[src/rtl/nrps_defs.svh]
// Command bytes, timing counts and sizes for the flash command sequencer
`ifndef NRPS_DEFS_SVH
`define NRPS_DEFS_SVH
`define NRPS_CLK_NS        20
`define NRPS_T_STROBE_NS   40
`define NRPS_TICK_CYC      ((`NRPS_T_STROBE_NS + `NRPS_CLK_NS - 1) / `NRPS_CLK_NS)
`define NRPS_T_WB_NS       100
`define NRPS_WB_CYC        ((`NRPS_T_WB_NS + `NRPS_CLK_NS - 1) / `NRPS_CLK_NS)
`define NRPS_CMD_READ      8'h00
`define NRPS_CMD_READ_GO   8'h30
`define NRPS_CMD_COL_OUT   8'h05
`define NRPS_CMD_COL_GO    8'he0
`define NRPS_CMD_CACHE     8'h31
`define NRPS_CMD_CACHE_END 8'h3f
`define NRPS_CMD_MREAD_SET 8'h60
`define NRPS_CMD_PROG      8'h80
`define NRPS_CMD_PROG_MP2  8'h81
`define NRPS_CMD_PROG_MP1  8'h11
`define NRPS_CMD_PROG_GO   8'h10
`define NRPS_CMD_COL_IN    8'h85
`define NRPS_CMD_STATUS    8'h70
`define NRPS_CMD_RESET     8'hff
`define NRPS_LAST_PAGE     6'h3f
`define NRPS_FIFO_DEPTH    8
`define NRPS_FIFO_WIDTH    8
`endif

[src/rtl/nrps_pkg.sv]
// Types shared by the flash command sequencer
package nrps_pkg;
	typedef enum logic [3:0] {
		NRPS_OP_READ = 4'h0, NRPS_OP_READ_COL = 4'h1, NRPS_OP_CNEXT = 4'h2,
		NRPS_OP_CLAST = 4'h3, NRPS_OP_MREAD = 4'h4, NRPS_OP_PROG = 4'h5,
		NRPS_OP_MPROG = 4'h6, NRPS_OP_STATUS = 4'h7, NRPS_OP_RESET = 4'h8
	} nrps_op_e;
	typedef enum logic [3:0] {
		K_CMD = 4'h0, K_A5 = 4'h1, K_A3 = 4'h2, K_A2 = 4'h3, K_WR = 4'h4,
		K_RD = 4'h5, K_WAIT = 4'h6, K_STAT = 4'h7, K_END = 4'h8
	} nrps_kind_e;
	typedef enum logic [2:0] {
		ST_IDLE = 3'h0, ST_FETCH = 3'h1, ST_LOW = 3'h2, ST_HIGH = 3'h3,
		ST_WB = 3'h4, ST_BUSY = 3'h5
	} nrps_state_e;
	typedef struct packed {
		nrps_kind_e  kind;
		logic        sel;
		logic [7:0]  val;
	} nrps_step_s;
	typedef struct packed {
		nrps_op_e    op;
		logic [11:0] col;
		logic [16:0] row;
		logic [16:0] row2;
		logic [11:0] col2;
		logic [11:0] cnt;
		logic [11:0] cnt2;
	} nrps_req_s;
	typedef struct packed {
		logic        cle;
		logic        ale;
		logic        ce_n;
		logic        we_n;
		logic        read_strobe_n;
		logic        wp_n;
		logic [7:0]  io;
		logic        oe;
	} nrps_pins_s;
endpackage

[src/rtl/nrps_pace.sv]
// Strobe pacing divider: one-cycle tick per strobe phase
`timescale 1ns/100ps
`include "nrps_defs.svh"
module nrps_pace (
	input  wire logic clk,
	input  wire logic srst,
	input  wire logic run,
	output logic      tick
);
	logic [3:0] cnt_q;
	logic [3:0] cnt_d;

	// Restarts whenever idle so every phase is a full period long
	always_comb begin
		tick = run && (cnt_q == 4'(`NRPS_TICK_CYC - 1));
		cnt_d = cnt_q;
		if (!run || tick) begin
			cnt_d = 4'h0;
		end else begin
			cnt_d = 4'(cnt_q + 4'h1);
		end
	end

	always_ff @(posedge clk) begin
		if (srst) begin
			cnt_q <= 4'h0;
		end else begin
			cnt_q <= cnt_d;
		end
	end
endmodule // nrps_pace

[src/rtl/nrps_fifo.sv]
// Program data FIFO with registered full and empty flags
`timescale 1ns/100ps
module nrps_fifo #(
	parameter int W = 8,
	parameter int D = 8
) (
	input  wire logic         clk,
	input  wire logic         srst,
	input  wire logic         in_valid,
	output logic              in_ready,
	input  wire logic [W-1:0] in_data,
	output logic              out_valid,
	input  wire logic         out_ready,
	output logic [W-1:0]      out_data
);
	localparam int AW = $clog2(D);
	logic [W-1:0]  mem [D];
	logic [AW-1:0] wp_q, wp_d, rp_q, rp_d;
	logic [AW:0]   cnt_q, cnt_d;
	logic          full_q, full_d, empty_q, empty_d, push, pop, room_q;

	// Flags registered so the ready seen by the writer is a flop
	always_comb begin
		push = in_valid && !full_q;
		pop = out_ready && !empty_q;
		wp_d = push ? AW'((wp_q + 1) % D) : wp_q;
		rp_d = pop ? AW'((rp_q + 1) % D) : rp_q;
		cnt_d = (AW+1)'(cnt_q + {{AW{1'b0}}, push} - {{AW{1'b0}}, pop});
		full_d = (cnt_d == (AW+1)'(D));
		empty_d = (cnt_d == '0);
	end

	assign in_ready = room_q; // Own flop so the writer sees no gate after it
	assign out_valid = !empty_q;
	assign out_data = mem[rp_q];

	always_ff @(posedge clk) begin
		if (push) begin
			mem[wp_q] <= in_data;
		end
		if (srst) begin
			wp_q <= '0;
			rp_q <= '0;
			cnt_q <= '0;
			full_q <= 1'b0;
			room_q <= 1'b1;
			empty_q <= 1'b1;
		end else begin
			wp_q <= wp_d;
			rp_q <= rp_d;
			cnt_q <= cnt_d;
			full_q <= full_d;
			room_q <= !full_d;
			empty_q <= empty_d;
		end
	end
endmodule // nrps_fifo

[src/rtl/nrps_top.sv]
// Host-side command sequencer driving a byte-wide flash over its pins
// What this block does
// - Page read is 00h, address, then 30h
// - Restart cached read when block changes
// - Multi read: 60h addr, 60h addr, 30h
// - Both districts use same page bits
// - One block per district, any order
// - Keep write protect high during multi read
// - Restart multi read cache on block change
// - Only status or reset between 11h, 81h
`timescale 1ns/100ps
`include "nrps_defs.svh"
module nrps_top
	import nrps_pkg::*;
(
	input  wire logic       CLK,
	input  wire logic       SRST,
	input  wire logic       REQ_VALID,
	input  wire nrps_req_s  REQ,
	output logic            REQ_READY,
	output logic            DONE,
	output logic            ERR,
	input  wire logic       WR_VALID,
	input  wire logic [7:0] WR_DATA,
	output logic            WR_READY,
	output logic            RD_VALID,
	output logic [7:0]      RD_DATA,
	output logic            STAT_FAIL,
	input  wire logic       PROTECT,
	input  wire logic [7:0] IO_IN,
	input  wire logic       RB_N,
	output nrps_pins_s      PINS
);
	nrps_state_e st_q, st_d;
	nrps_req_s   req_q, req_d;
	nrps_pins_s  pins_q, pins_d;
	nrps_step_s  step;
	logic [3:0]  idx_q, idx_d;
	logic [11:0] sub_q, sub_d, lim;
	logic [3:0]  wbc_q, wbc_d;
	logic [16:0] crow_q, crow_d;
	logic        cok_q, cok_d, rdy_q, rdy_d, done_q, done_d, err_q, err_d;
	logic        rdv_q, rdv_d, fail_q, fail_d, tick, pop, f_valid, rd_kind;
	logic [7:0]  rdd_q, rdd_d, lc_q, lc_d, pc_q, pc_d, f_data;

	// One table walks every operation; sel picks the second address or count
	function automatic nrps_step_s seq_step(nrps_op_e op, logic [3:0] i);
		nrps_step_s s;
		s = '{K_END, 1'b0, 8'h00};
		case (op)
			NRPS_OP_READ: case (i)
				4'h0: s = '{K_CMD, 1'b0, `NRPS_CMD_READ};
				4'h1: s = '{K_A5, 1'b0, 8'h00};
				4'h2: s = '{K_CMD, 1'b0, `NRPS_CMD_READ_GO};
				4'h3: s = '{K_WAIT, 1'b0, 8'h00};
				4'h4: s = '{K_RD, 1'b0, 8'h00};
				default: s = '{K_END, 1'b0, 8'h00};
			endcase
			NRPS_OP_READ_COL: case (i)
				4'h0: s = '{K_CMD, 1'b0, `NRPS_CMD_COL_OUT};
				4'h1: s = '{K_A2, 1'b0, 8'h00};
				4'h2: s = '{K_CMD, 1'b0, `NRPS_CMD_COL_GO};
				4'h3: s = '{K_RD, 1'b0, 8'h00};
				default: s = '{K_END, 1'b0, 8'h00};
			endcase
			NRPS_OP_CNEXT, NRPS_OP_CLAST: case (i)
				4'h0: s = '{K_CMD, 1'b0, (op == NRPS_OP_CNEXT) ?
					`NRPS_CMD_CACHE : `NRPS_CMD_CACHE_END};
				4'h1: s = '{K_WAIT, 1'b0, 8'h00};
				4'h2: s = '{K_RD, 1'b0, 8'h00};
				default: s = '{K_END, 1'b0, 8'h00};
			endcase
			NRPS_OP_MREAD: case (i)
				4'h0: s = '{K_CMD, 1'b0, `NRPS_CMD_MREAD_SET};
				4'h1: s = '{K_A3, 1'b0, 8'h00};
				4'h2: s = '{K_CMD, 1'b0, `NRPS_CMD_MREAD_SET};
				4'h3: s = '{K_A3, 1'b1, 8'h00};
				4'h4: s = '{K_CMD, 1'b0, `NRPS_CMD_READ_GO};
				4'h5: s = '{K_WAIT, 1'b0, 8'h00};
				default: s = '{K_END, 1'b0, 8'h00};
			endcase
			NRPS_OP_PROG: case (i)
				4'h0: s = '{K_CMD, 1'b0, `NRPS_CMD_PROG};
				4'h1: s = '{K_A5, 1'b0, 8'h00};
				4'h2: s = '{K_WR, 1'b0, 8'h00};
				4'h3: s = '{K_CMD, 1'b0, `NRPS_CMD_COL_IN};
				4'h4: s = '{K_A2, 1'b1, 8'h00};
				4'h5: s = '{K_WR, 1'b1, 8'h00};
				4'h6: s = '{K_CMD, 1'b0, `NRPS_CMD_PROG_GO};
				4'h7: s = '{K_WAIT, 1'b0, 8'h00};
				4'h8: s = '{K_CMD, 1'b0, `NRPS_CMD_STATUS};
				4'h9: s = '{K_STAT, 1'b0, 8'h00};
				default: s = '{K_END, 1'b0, 8'h00};
			endcase
			NRPS_OP_MPROG: case (i)
				4'h0: s = '{K_CMD, 1'b0, `NRPS_CMD_PROG};
				4'h1: s = '{K_A5, 1'b0, 8'h00};
				4'h2: s = '{K_WR, 1'b0, 8'h00};
				4'h3: s = '{K_CMD, 1'b0, `NRPS_CMD_PROG_MP1};
				4'h4: s = '{K_WAIT, 1'b0, 8'h00};
				4'h5: s = '{K_CMD, 1'b0, `NRPS_CMD_PROG_MP2};
				4'h6: s = '{K_A5, 1'b1, 8'h00};
				4'h7: s = '{K_WR, 1'b0, 8'h00};
				4'h8: s = '{K_CMD, 1'b0, `NRPS_CMD_PROG_GO};
				4'h9: s = '{K_WAIT, 1'b0, 8'h00};
				4'ha: s = '{K_CMD, 1'b0, `NRPS_CMD_STATUS};
				4'hb: s = '{K_STAT, 1'b0, 8'h00};
				default: s = '{K_END, 1'b0, 8'h00};
			endcase
			NRPS_OP_STATUS: case (i)
				4'h0: s = '{K_CMD, 1'b0, `NRPS_CMD_STATUS};
				4'h1: s = '{K_STAT, 1'b0, 8'h00};
				default: s = '{K_END, 1'b0, 8'h00};
			endcase
			NRPS_OP_RESET: case (i)
				4'h0: s = '{K_CMD, 1'b0, `NRPS_CMD_RESET};
				4'h1: s = '{K_WAIT, 1'b0, 8'h00};
				default: s = '{K_END, 1'b0, 8'h00};
			endcase
			default: s = '{K_END, 1'b0, 8'h00};
		endcase
		return s;
	endfunction

	// Address byte k of five: column low, column high, then three row bytes
	function automatic logic [7:0] addr_byte(logic [11:0] c, logic [16:0] r, logic [2:0] k);
		case (k)
			3'h0: return c[7:0];
			3'h1: return {4'h0, c[11:8]};
			3'h2: return r[7:0];
			3'h3: return r[15:8];
			default: return {7'h00, r[16]};
		endcase
	endfunction

	// Refuses sequences the far side must never see
	function automatic logic req_legal(nrps_req_s r, logic cok, logic [16:0] crow);
		case (r.op)
			NRPS_OP_MREAD, NRPS_OP_MPROG:
				return (r.row[5:0] == r.row2[5:0]) && (r.row[6] != r.row2[6]);
			NRPS_OP_CNEXT: return cok && (crow[5:0] != `NRPS_LAST_PAGE);
			NRPS_OP_CLAST: return cok;
			default: return 1'b1;
		endcase
	endfunction

	nrps_pace u_pace (
		.clk  (CLK),
		.srst (SRST),
		.run  ((st_q == ST_LOW) || (st_q == ST_HIGH)),
		.tick (tick)
	);

	nrps_fifo #(.W(`NRPS_FIFO_WIDTH), .D(`NRPS_FIFO_DEPTH)) u_fifo (
		.clk       (CLK),
		.srst      (SRST),
		.in_valid  (WR_VALID),
		.in_ready  (WR_READY),
		.in_data   (WR_DATA),
		.out_valid (f_valid),
		.out_ready (pop),
		.out_data  (f_data)
	);

	// Current step and its byte count
	always_comb begin
		step = seq_step(req_q.op, idx_q);
		rd_kind = (step.kind == K_RD) || (step.kind == K_STAT);
		case (step.kind)
			K_A5: lim = 12'h005;
			K_A3: lim = 12'h003;
			K_A2: lim = 12'h002;
			K_WR: lim = step.sel ? req_q.cnt2 : req_q.cnt;
			K_RD: lim = req_q.cnt;
			default: lim = 12'h001;
		endcase
	end

	// Sequencer next state; strobe phases advance only on pace ticks
	always_comb begin
		st_d = st_q;
		req_d = req_q;
		idx_d = idx_q;
		sub_d = sub_q;
		pins_d = pins_q;
		wbc_d = wbc_q;
		cok_d = cok_q;
		crow_d = crow_q;
		rdy_d = rdy_q;
		rdv_d = 1'b0;
		rdd_d = rdd_q;
		fail_d = fail_q;
		done_d = 1'b0;
		err_d = 1'b0;
		lc_d = lc_q;
		pc_d = pc_q;
		pop = 1'b0;
		pins_d.wp_n = !PROTECT || (st_q != ST_IDLE && req_q.op == NRPS_OP_MREAD);
		case (st_q)
			ST_IDLE: begin
				if (REQ_VALID && rdy_q) begin
					req_d = REQ;
					if (!req_legal(REQ, cok_q, crow_q)) begin
						err_d = 1'b1;
						done_d = 1'b1;
					end else begin
						rdy_d = 1'b0;
						st_d = ST_FETCH;
						idx_d = 4'h0;
						sub_d = 12'h000;
						pins_d.ce_n = 1'b0;
						// Cache chain survives only a plain advance in the same block, a column read or a status read
						case (REQ.op)
							NRPS_OP_READ: begin
								cok_d = 1'b1;
								crow_d = REQ.row;
							end
							NRPS_OP_CNEXT: crow_d = 17'(crow_q + 17'h00001);
							NRPS_OP_READ_COL, NRPS_OP_STATUS: cok_d = cok_q;
							default: cok_d = 1'b0;
						endcase
					end
				end
			end
			ST_FETCH: begin
				pins_d.cle = 1'b0;
				pins_d.ale = 1'b0;
				pins_d.oe = 1'b0;
				case (step.kind)
					K_END: begin
						st_d = ST_IDLE;
						done_d = 1'b1;
						rdy_d = 1'b1;
						pins_d.ce_n = 1'b1;
					end
					K_WAIT: begin
						st_d = ST_WB;
						wbc_d = 4'h0;
					end
					K_WR, K_RD: begin
						if (lim == 12'h000) begin
							idx_d = 4'(idx_q + 4'h1);
						end else begin
							st_d = ST_LOW;
						end
					end
					K_CMD: begin
						// Column change skipped when no second stretch of data
						if (step.val == `NRPS_CMD_COL_IN && req_q.cnt2 == 12'h000) begin
							idx_d = 4'(idx_q + 4'h3);
						end else begin
							st_d = ST_LOW;
						end
					end
					default: st_d = ST_LOW;
				endcase
			end
			ST_LOW: begin
				// Stalls here while the FIFO has no data, strobe kept high
				if (tick && (step.kind != K_WR || f_valid)) begin
					st_d = ST_HIGH;
					pins_d.cle = (step.kind == K_CMD);
					pins_d.ale = (step.kind == K_A5) || (step.kind == K_A3) ||
						(step.kind == K_A2);
					if (rd_kind) begin
						pins_d.read_strobe_n = 1'b0;
					end else begin
						pins_d.we_n = 1'b0;
						pins_d.oe = 1'b1;
						case (step.kind)
							K_CMD: pins_d.io = step.val;
							K_WR: pins_d.io = f_data;
							K_A3: pins_d.io = addr_byte(req_q.col,
								step.sel ? req_q.row2 : req_q.row, 3'(sub_q + 12'h002));
							default: pins_d.io = addr_byte(step.sel ? req_q.col2 : req_q.col,
								step.sel ? req_q.row2 : req_q.row, sub_q[2:0]);
						endcase
						pop = (step.kind == K_WR);
					end
				end
			end
			ST_HIGH: begin
				if (tick) begin
					pins_d.we_n = 1'b1;
					pins_d.read_strobe_n = 1'b1;
					if (rd_kind) begin
						rdd_d = IO_IN;
						rdv_d = 1'b1;
					end
					if (step.kind == K_STAT) begin
						fail_d = IO_IN[0];
					end
					if (step.kind == K_CMD) begin
						pc_d = lc_q;
						lc_d = step.val;
					end
					if (12'(sub_q + 12'h001) == lim) begin
						sub_d = 12'h000;
						idx_d = 4'(idx_q + 4'h1);
						st_d = ST_FETCH;
					end else begin
						sub_d = 12'(sub_q + 12'h001);
						st_d = ST_LOW;
					end
				end
			end
			ST_WB: begin
				// Busy may lag the confirm edge; ignore it until then
				if (wbc_q == 4'(`NRPS_WB_CYC - 1)) begin
					st_d = ST_BUSY;
				end else begin
					wbc_d = 4'(wbc_q + 4'h1);
				end
			end
			ST_BUSY: begin
				if (RB_N) begin
					idx_d = 4'(idx_q + 4'h1);
					st_d = ST_FETCH;
				end
			end
			default: st_d = ST_IDLE;
		endcase
	end

	// State registers; pins park deselected and protected
	always_ff @(posedge CLK) begin
		if (SRST) begin
			st_q <= ST_IDLE;
			req_q <= '0;
			idx_q <= 4'h0;
			sub_q <= 12'h000;
			pins_q <= '{1'b0, 1'b0, 1'b1, 1'b1, 1'b1, 1'b0, 8'h00, 1'b0};
			wbc_q <= 4'h0;
			cok_q <= 1'b0;
			crow_q <= 17'h00000;
			rdy_q <= 1'b1;
			rdv_q <= 1'b0;
			rdd_q <= 8'h00;
			fail_q <= 1'b0;
			done_q <= 1'b0;
			err_q <= 1'b0;
			lc_q <= 8'h00;
			pc_q <= 8'h00;
		end else begin
			st_q <= st_d;
			req_q <= req_d;
			idx_q <= idx_d;
			sub_q <= sub_d;
			pins_q <= pins_d;
			wbc_q <= wbc_d;
			cok_q <= cok_d;
			crow_q <= crow_d;
			rdy_q <= rdy_d;
			rdv_q <= rdv_d;
			rdd_q <= rdd_d;
			fail_q <= fail_d;
			done_q <= done_d;
			err_q <= err_d;
			lc_q <= lc_d;
			pc_q <= pc_d;
		end
	end

	assign PINS = pins_q;
	assign REQ_READY = rdy_q;
	assign DONE = done_q;
	assign ERR = err_q;
	assign RD_VALID = rdv_q;
	assign RD_DATA = rdd_q;
	assign STAT_FAIL = fail_q;

	// Checks on what goes out over the pins
	logic cmd_ev, start;
	assign cmd_ev = (st_q == ST_HIGH) && tick && (step.kind == K_CMD);
	assign start = (st_q == ST_FETCH) && (idx_q == 4'h0) && (sub_q == 12'h000);
endmodule // nrps_top

[config.mk]
export PLATFORM = sky130hd
export DESIGN_NAME = nrps_top
export DESIGN_NICKNAME = d
export VERILOG_FILES = /design/src/rtl/nrps_pkg.sv /design/src/rtl/nrps_pace.sv /design/src/rtl/nrps_fifo.sv /design/src/rtl/nrps_top.sv
export VERILOG_INCLUDE_DIRS = /design/src /design/src/rtl
export SDC_FILE = /design/constraint.sdc
export NUM_CORES = 1
export LEC_CHECK = 0
export ABC_AREA = 1
export BUFFER_PORTS_ARGS = -buffer_cell sky130_fd_sc_hd__buf_2
export CAP_MARGIN = 10
export CELL_PAD_IN_SITES_DETAIL_PLACEMENT = 1
export CELL_PAD_IN_SITES_GLOBAL_PLACEMENT = 1
export CORE_AREA = 5 5 231 233
export CTS_BUF_LIST = sky130_fd_sc_hd__clkbuf_16
export CTS_CLUSTER_DIAMETER = 100
export DETAILED_ROUTE_END_ITERATION = 6
export DIE_AREA = 0 0 236 238
export HOLD_SLACK_MARGIN = 0.08
export MAX_ROUTING_LAYER = met4
export PLACE_DENSITY = 0.6
export SETUP_SLACK_MARGIN = 0.15
export SYNTH_ARGS = -nofsm -noshare
export SYNTH_HDL_FRONTEND = slang
export SYNTH_SLANG_ARGS = --single-unit
[constraint.sdc]
create_clock -name CLK -period 6.3 [get_ports CLK]
set_input_delay 0.945 -clock CLK [delete_from_list [all_inputs] [get_ports CLK]]
set_output_delay 0.945 -clock CLK [all_outputs]
set_load 0.02 [all_outputs]
# --- Word level (Yosys, flattened, before mapping) ---
# Memories as Yosys holds them, arrays and structs flattened. A register that Yosys moved wholly into a read port is not among the register bits.
# Index checks and enable logic that the tools add are counted.
word_totals:
  ff_bits: 171
  ramBits: 64
  rom_bits: 336
  in_bits: 108
  out_inout_bits: 29
  word_cells: 256
  n_memories: 3
mem_list:
  columns: ["memory", "depth", "width", "read_ports", "rd_clocked_by_memory_dff", "write_ports", "line_no", "rtl"]
  rows:
  - ["(name not given)", 16, 11, 1, 1, 0, "nrps_top.sv:82", "NRPS_OP_PROG: case (i)"]
  - ["(name not given)", 16, 10, 1, 1, 0, "nrps_top.sv:95", "NRPS_OP_MPROG: case (i)"]
  - ["u_fifo.mem", 8, 8, 1, 1, 1, "nrps_fifo.sv:17", "logic [W-1:0] mem [D];"]
classes:
  add_sub_neg: 11
  n_eq_ne: 64
  mux: 78
  bitwise_logic: 5
  n_reduce_logical: 62
op_table:
  columns: ["cell", "n"]
  rows:
  - ["13-bit one-hot mux with 5 select lines", 2]
  - ["13-bit one-hot mux with 8 select lines", 1]
  - ["12-bit two-way mux", 6]
  - ["8-bit one-hot mux with 4 select lines", 2]
  - ["12-bit one-hot mux with 5 select lines", 1]
  - ["4-bit by 3-bit == test with 1-bit output (second input constant)", 14]
  - ["4-bit two-way mux", 14]
  - ["13-bit one-hot mux with 2 select lines", 2]
  - ["13-bit one-hot mux with 4 select lines", 1]
  - ["13-bit one-hot mux with 3 select lines", 1]
  - ["17-bit one-hot mux with 2 select lines", 1]
  - ["4-bit by 2-bit == test with 1-bit output (second input constant)", 8]
  - ["3-bit two-way mux", 10]
  - ["12-bit zero test", 2]
  - ["12-bit one-hot mux with 2 select lines", 1]
  - ["8-bit one-hot mux with 3 select lines", 1]
  - ["4-bit AND reduction", 6]
  - ["4-bit by 1-bit == test with 1-bit output (second input constant)", 5]
  - ["4-bit zero test", 5]
  - ["3-bit by 2-bit == test with 1-bit output (second input constant)", 6]
  - ["1-bit two-way mux", 18]
  - ["3-bit one-hot mux with 6 select lines", 1]
  - ["17-bit by 1-bit adder with 17-bit output (second input constant)", 1]
  - ["17-bit two-way mux", 1]
  - ["41 further kinds", 110]

# --- Depth between registers and ports, before layout ---
logic_depth:
  depth_word: 13
  ltp_mapped: 28
  depth_no_buf: 27

# --- Cells and area by module ---
# Synthesis repeated with hierarchy kept, for this count alone.
hier_totals:
  cells_unflattened: 1662
  area_unflattened_um2: 12316.8
modules_own_cells:
  columns: ["module", "instances", "cells_per_inst", "area_per_inst_um2", "seq_area_each_um2"]
  rows:
  - ["nrps_top", 1, 1325, 8816.0, 3223.1]
  - ["nrps_fifo", 1, 314, 3315.7, 2242.2]
  - ["nrps_pace", 1, 23, 185.2, 80.1]

# --- Worst setup path before layout ---
# Ideal clock, no wire load.
synth_timing:
  path_type: "register to register"
  from: "reg idx_q[0]"
  to: "reg u_fifo.room_q (netlist: u_fifo.in_ready)"
  setup_time_ps: 119
  arrival_ps: 3571
  required_ps: 6181
  setup_slack_ps: 2610
  stages_incl_launch_ff: 25
  path_buffers: 1
  synth_period_minus_slack_ps: 3690
  path_cell_list: "dfxtp_1 -> inv_1 -> ha_1 -> nand3_1 -> nand2_1 -> nor2_1 -> o21bai_1 -> nand3_2 -> nor2_8 -> buf_4 -> nand2_1 -> o21ai_0 -> nor2_1 -> nand3_1 -> inv_1 -> ha_1 -> inv_1 -> ha_1 -> inv_1 -> fa_1 -> xnor2_1 -> inv_1 -> nand3_1 -> nor3_1 -> inv_1"
synth_via:
  elab_chain_cells: 13
  word_cells_on_any_way: 28
  cone_classes: "add/sub: 1; eq/ne: 10; mux: 10; reduce/logical: 7"
synth_lines:
  columns: ["element", "line_no", "rtl"]
  rows:
  - ["start: declaration", "nrps_top.sv:38", "logic [3:0] idx_q, idx_d;"]
  - ["start signal: assignment", "nrps_top.sv:347", "idx_q <= idx_d;"]
  - ["4-bit by 2-bit == test with 1-bit output or 4-bit zero test (tied branches)", null, null]
  - ["2-bit OR reduction (no line)", null, null]
  - ["13-bit one-hot mux with 5 select lines", "nrps_top.sv:73", "NRPS_OP_MREAD: case (i)"]
  - ["13-bit one-hot mux with 8 select lines (*)", "nrps_top.sv:50", "case (op)"]
  - ["4-bit by 3-bit == test with 1-bit output or 4-bit by 3-bit != test with 1-bit output (tied branches)", "nrps_top.sv:168, nrps_top.sv:260", null]
  - ["1-bit logical OR (on tied branches)", "nrps_top.sv:168, nrps_top.sv:260", null]
  - ["1-bit two-way mux or 1-bit logical AND (tied branches)", "nrps_top.sv:265, nrps_top.sv:260", null]
  - ["1-bit two-way mux (*)", "nrps_top.sv:260", "if (tick && (step.kind != K_WR || f_valid)) begin"]
  - ["1-bit two-way mux (*)", "nrps_top.sv:199", "case (st_q)"]
  - ["1-bit logical AND (*)", "nrps_fifo.sv:25", "pop = out_ready && !empty_q;"]
  - ["named net u_fifo.pop", "nrps_fifo.sv:20", "logic full_q, full_d, empty_q, empty_d, push, pop, room_q;"]
  - ["4-bit by 1-bit subtractor with 4-bit output (*)", "nrps_fifo.sv:28", "cnt_d = (AW+1)'(cnt_q + {{AW{1'b0}}, push} - {{AW{1'b0}}, pop});"]
  - ["4-bit == test (*)", "nrps_fifo.sv:29", "full_d = (cnt_d == (AW+1)'(D));"]
  - ["1-bit zero test (*)", "nrps_fifo.sv:53", "room_q <= !full_d;"]
  - ["end signal: assignment", "nrps_fifo.sv:53", null]
  - ["end: declaration", "nrps_fifo.sv:20", null]
# Mark *: on every way through the listed nets, which the timed path passes. The rest lies on a longest branch.
# A chain may end at the register's enable or synchronous reset.

# --- Worst setup path after layout ---
layout_timing:
  from: "reg idx_q[1]"
  to: "reg u_fifo.room_q (netlist: u_fifo.in_ready)"
# Same word-level chain as after synthesis.

==> run metrics <==
Gate Count Post-Synth=1589; clock sink count=between 200 and 250; via count=roughly 11000; crit-path cells=inv_1 > ha_1 > o21ai_1 > nand2_1 > a21boi_2 > nand2_4 > nor2_4 > nand2_1 > o21ai_0 > nor2_1 > nand3_1 > inv_1 > ha_1 > inv_1 > ha_1 > inv_1 > fa_1 > xnor2_1 > inv_1 > nand3_1 > nor3_1 > inv_1; Die Wd=between 200 and 250 um; DRT Pass-1 Iters=4; max-slew violations=0; Gate power share=~35%; commonest non-fill, non-tap cell in the layout=nand2_1; synth unique cells=54; clk_lat worst skew=0.59 ns; Final Skew=0.02119 ns; period utilization=between 70% and 80%; r2r setup slk=between 1.5 and 2 ns; Via density=~4.6; CP top delay family=simple AND/OR/NAND/NOR gates; worst path arrival time=between 5 and 6 ns; post-CTS resize count=0; IO buf count=~140; hold bufs inserted after CTS=0; antenna viol nets, final=0; crit start category=register; synth-to-layout area growth=19.51%; Post-Syn Area=12070 um^2; final worst setup slack=about 1.8 ns; max_cap viols=0; YS warnings=0; Cell Pwr Density=410.2 nW/um^2; Residual DRC=0; Final Core Density=between 20% and 30%; Area after DPL=~13000 um^2; Cell Count Post-Placement=2349; Seq/Total Area, Yosys=45.94%; # rows=83; RR Startpoint=idx_q[1]$_SDFFE_PP0N_; WP buf/inv=6; Initial Util=a little under a quarter; Setup Fix Bufs, Post-CTS=0; TNS Setup=0 ns; total gr overflow=0; Slew headroom=between 20 and 30%; most frequent cells in the layout=nand2_1 (339), dfxtp_1 (181), inv_1 (157); final WL=approximately 44000 um; clock transition at the registers of the reported paths=~0.060 ns; most used cell, CP=inv_1; largest net degree at the start of global routing=82; worst path required time=6.77 ns; syn_nets=between 1500 and 2000; Reg2Reg Depth=22; Net Sw Power=roughly 2.4 mW; Stages on worst setup path=22; Leak=about 5.9 nW; Sequential Power Share=34.7%; HPWL Detailed=approximately 33000 um; RSZ-0062 raised after global routing=no; deepest clock path buffer count=3; worst-margin pin slew=around 1.1 ns; drt first-iter violations=between 600 and 700; DR WL/cell=~18 um; worst slack, placed=between 1.5 and 2 ns; min Tclk post-route=around 4.5 ns; Setup crit end kind=register; leading area contributor after synthesis=dfxtp_1; die area=approximately 56000 um^2; fin area=between 10000 and 15000 um^2; H-tree depth=1; min-delay worst type=reg -> reg; initial antenna violation count=4; final setup vio count=0; CTS tree=yes; outcome=completed; switching part of the total=between 40% and 50%; Worst R2R End=u_fifo.in_ready$_SDFF_PP1_; layout cell share with drive strength beyond 1=13.78%; CTS root buf=clkbuf_16; flops & latches, synth=between 200 and 250; Synth top area share=between 30% and 40%; Clock Power Share=between 30% and 40%; Worst Setup EP=u_fifo.in_ready$_SDFF_PP1_; total global routing track utilization=between 15 and 20%; I/O pin count=approximately 140; core area=50990 um^2; CTS Buf Count=31; Fin. Hold Viols=0; Max Freq=roughly 0.22 GHz; Slowest cell on crit path=dfxtp_1; synth top area cells=dfxtp_1 (30%), edfxtp_1 (16%), nand2_1 (11%), a21oi_1 (6.4%), nand3_1 (6.1%); worst setup path class=reg -> reg; DIE HEIGHT=238 um; number of global-route vias before repair=11690; GP Congestion=between 0.8 and 0.9; Post-Syn Area per Cell=about 7.6 um^2; CP startpoint=idx_q[1]$_SDFFE_PP0N_; peak supply drop=between 0.15 and 0.2 mV; first-pass GRT wire length=approximately 68000 um; crit-path max FO=16; CP max stage delay=roughly 0.4 ns; non-filler cells, final=around 2400; Layout Nets=1837; internal power=3.503 mW
[per-layer routing]
layer	up-vias	GRT usage (%)	routed length [um]
li1	5553	-	-
met2	171	26.33	21020
met5	-	-	0
met3	58	2.670	1832
met4	0	4.293	1110
met1	5370	19.26	19760
[how the worst min path moves through the flow]
stage,from,end,slack [ns],cells past startpoint
after global routing,req_q[66]$_SDFFE_PP0P_,req_q[66]$_SDFFE_PP0P_,0.47,2
after global placement,req_q[62]$_SDFFE_PP0P_,req_q[62]$_SDFFE_PP0P_,0.44,2
after floorplan,req_q[32]$_SDFFE_PP0P_,req_q[32]$_SDFFE_PP0P_,0.42,2
after detailed placement,req_q[60]$_SDFFE_PP0P_,req_q[60]$_SDFFE_PP0P_,0.44,2
after CTS,req_q[60]$_SDFFE_PP0P_,req_q[60]$_SDFFE_PP0P_,0.45,2
final,req_q[60]$_SDFFE_PP0P_,req_q[60]$_SDFFE_PP0P_,0.45,2
[worst min-delay path, cell delays in order, from the launching register on]
cell and delay (ns):
dfxtp_1 0.30, inv_1 0.05, a21oi_1 0.05
[Yosys cell counts (all sizes together)]
master	number
o221ai	5
a22oi	1
a221oi	6
nand2	344
o311ai	4
o31ai	4
clkinv	6
a41oi	1
xnor2	4
nor2	148
o211ai	8
a21boi	1
fa	1
or2	5
nor3	14
o21a	2
inv	167
edfxtp	64
xor2	22
and3	3
buf	11
nand3	150
nor4	3
a31oi	7
o211a	1
o21ai	143
o21bai	1
nand4	18
or4	1
o41ai	1
nand3b	3
o22ai	8
a32oi	2
nor3b	1
dfxtp	181
ha	26
clkbuf	54
a211oi	11
a2111oi	1
a21oi	156
[through the flow]
stage	power, mW	hold WS, ns
2_1_floorplan	3.516	0.4205
3_3_place_gp	4.163	0.4363
6_report	5.918	0.4506
4_1_cts	6.003	0.4528
5_1_grt	6.328	0.4717
3_5_place_dp	4.191	0.4437
[power by group through the flow]
stage	combinational, mW	sequential (mW)	clock [mW]
2_1_floorplan	1.47	2.04	0
3_3_place_gp	2.08	2.08	0
3_5_place_dp	2.11	2.09	0
4_1_cts	2.11	2.05	1.83
5_1_grt	2.35	2.08	1.90
6_report	2.09	2.05	1.77
[registers in the layout, indices dropped and copies added, names as in the netlist, 3 cells and up, named ones only]
register	count
u_fifo.wp_q	3
u_fifo.rp_q	3
u_fifo.cnt_q	4
idx_q	4
PINS	14
crow_q	6
u_pace.cnt_q	4
wbc_q	4
sub_q	12
u_fifo.mem	64
st_q	3
RD_DATA	8
req_q	86
[final cells by class]
class	instances	area, um^2
clock buffers	31	775.7
multi-input cells	1106	5604
inverters	173	649.4
repair buffers	145	748.2
diodes	3	7.507
fillers	6179	36560
clock inverters	27	245.2
flip-flops and latches	245	5545
well taps	680	850.8
[cells by family (layout without fill, tap and decap cells)]
logic type / after synthesis / after routing / synth area share (%)
AO/OA/AOI/OAI: 363 / 363 / 16.61
adder cells (fa/ha/maj): 27 / 27 / 2.861
flip-flops: 245 / 245 / 45.94
buffers and inverters: 238 / 376 / 7.701
other: 0 / 3 / 0
XOR/XNOR: 26 / 26 / 1.886
AND/OR/NAND/NOR: 690 / 690 / 25.00
Note: power is estimated with default switching activity, not from simulation.
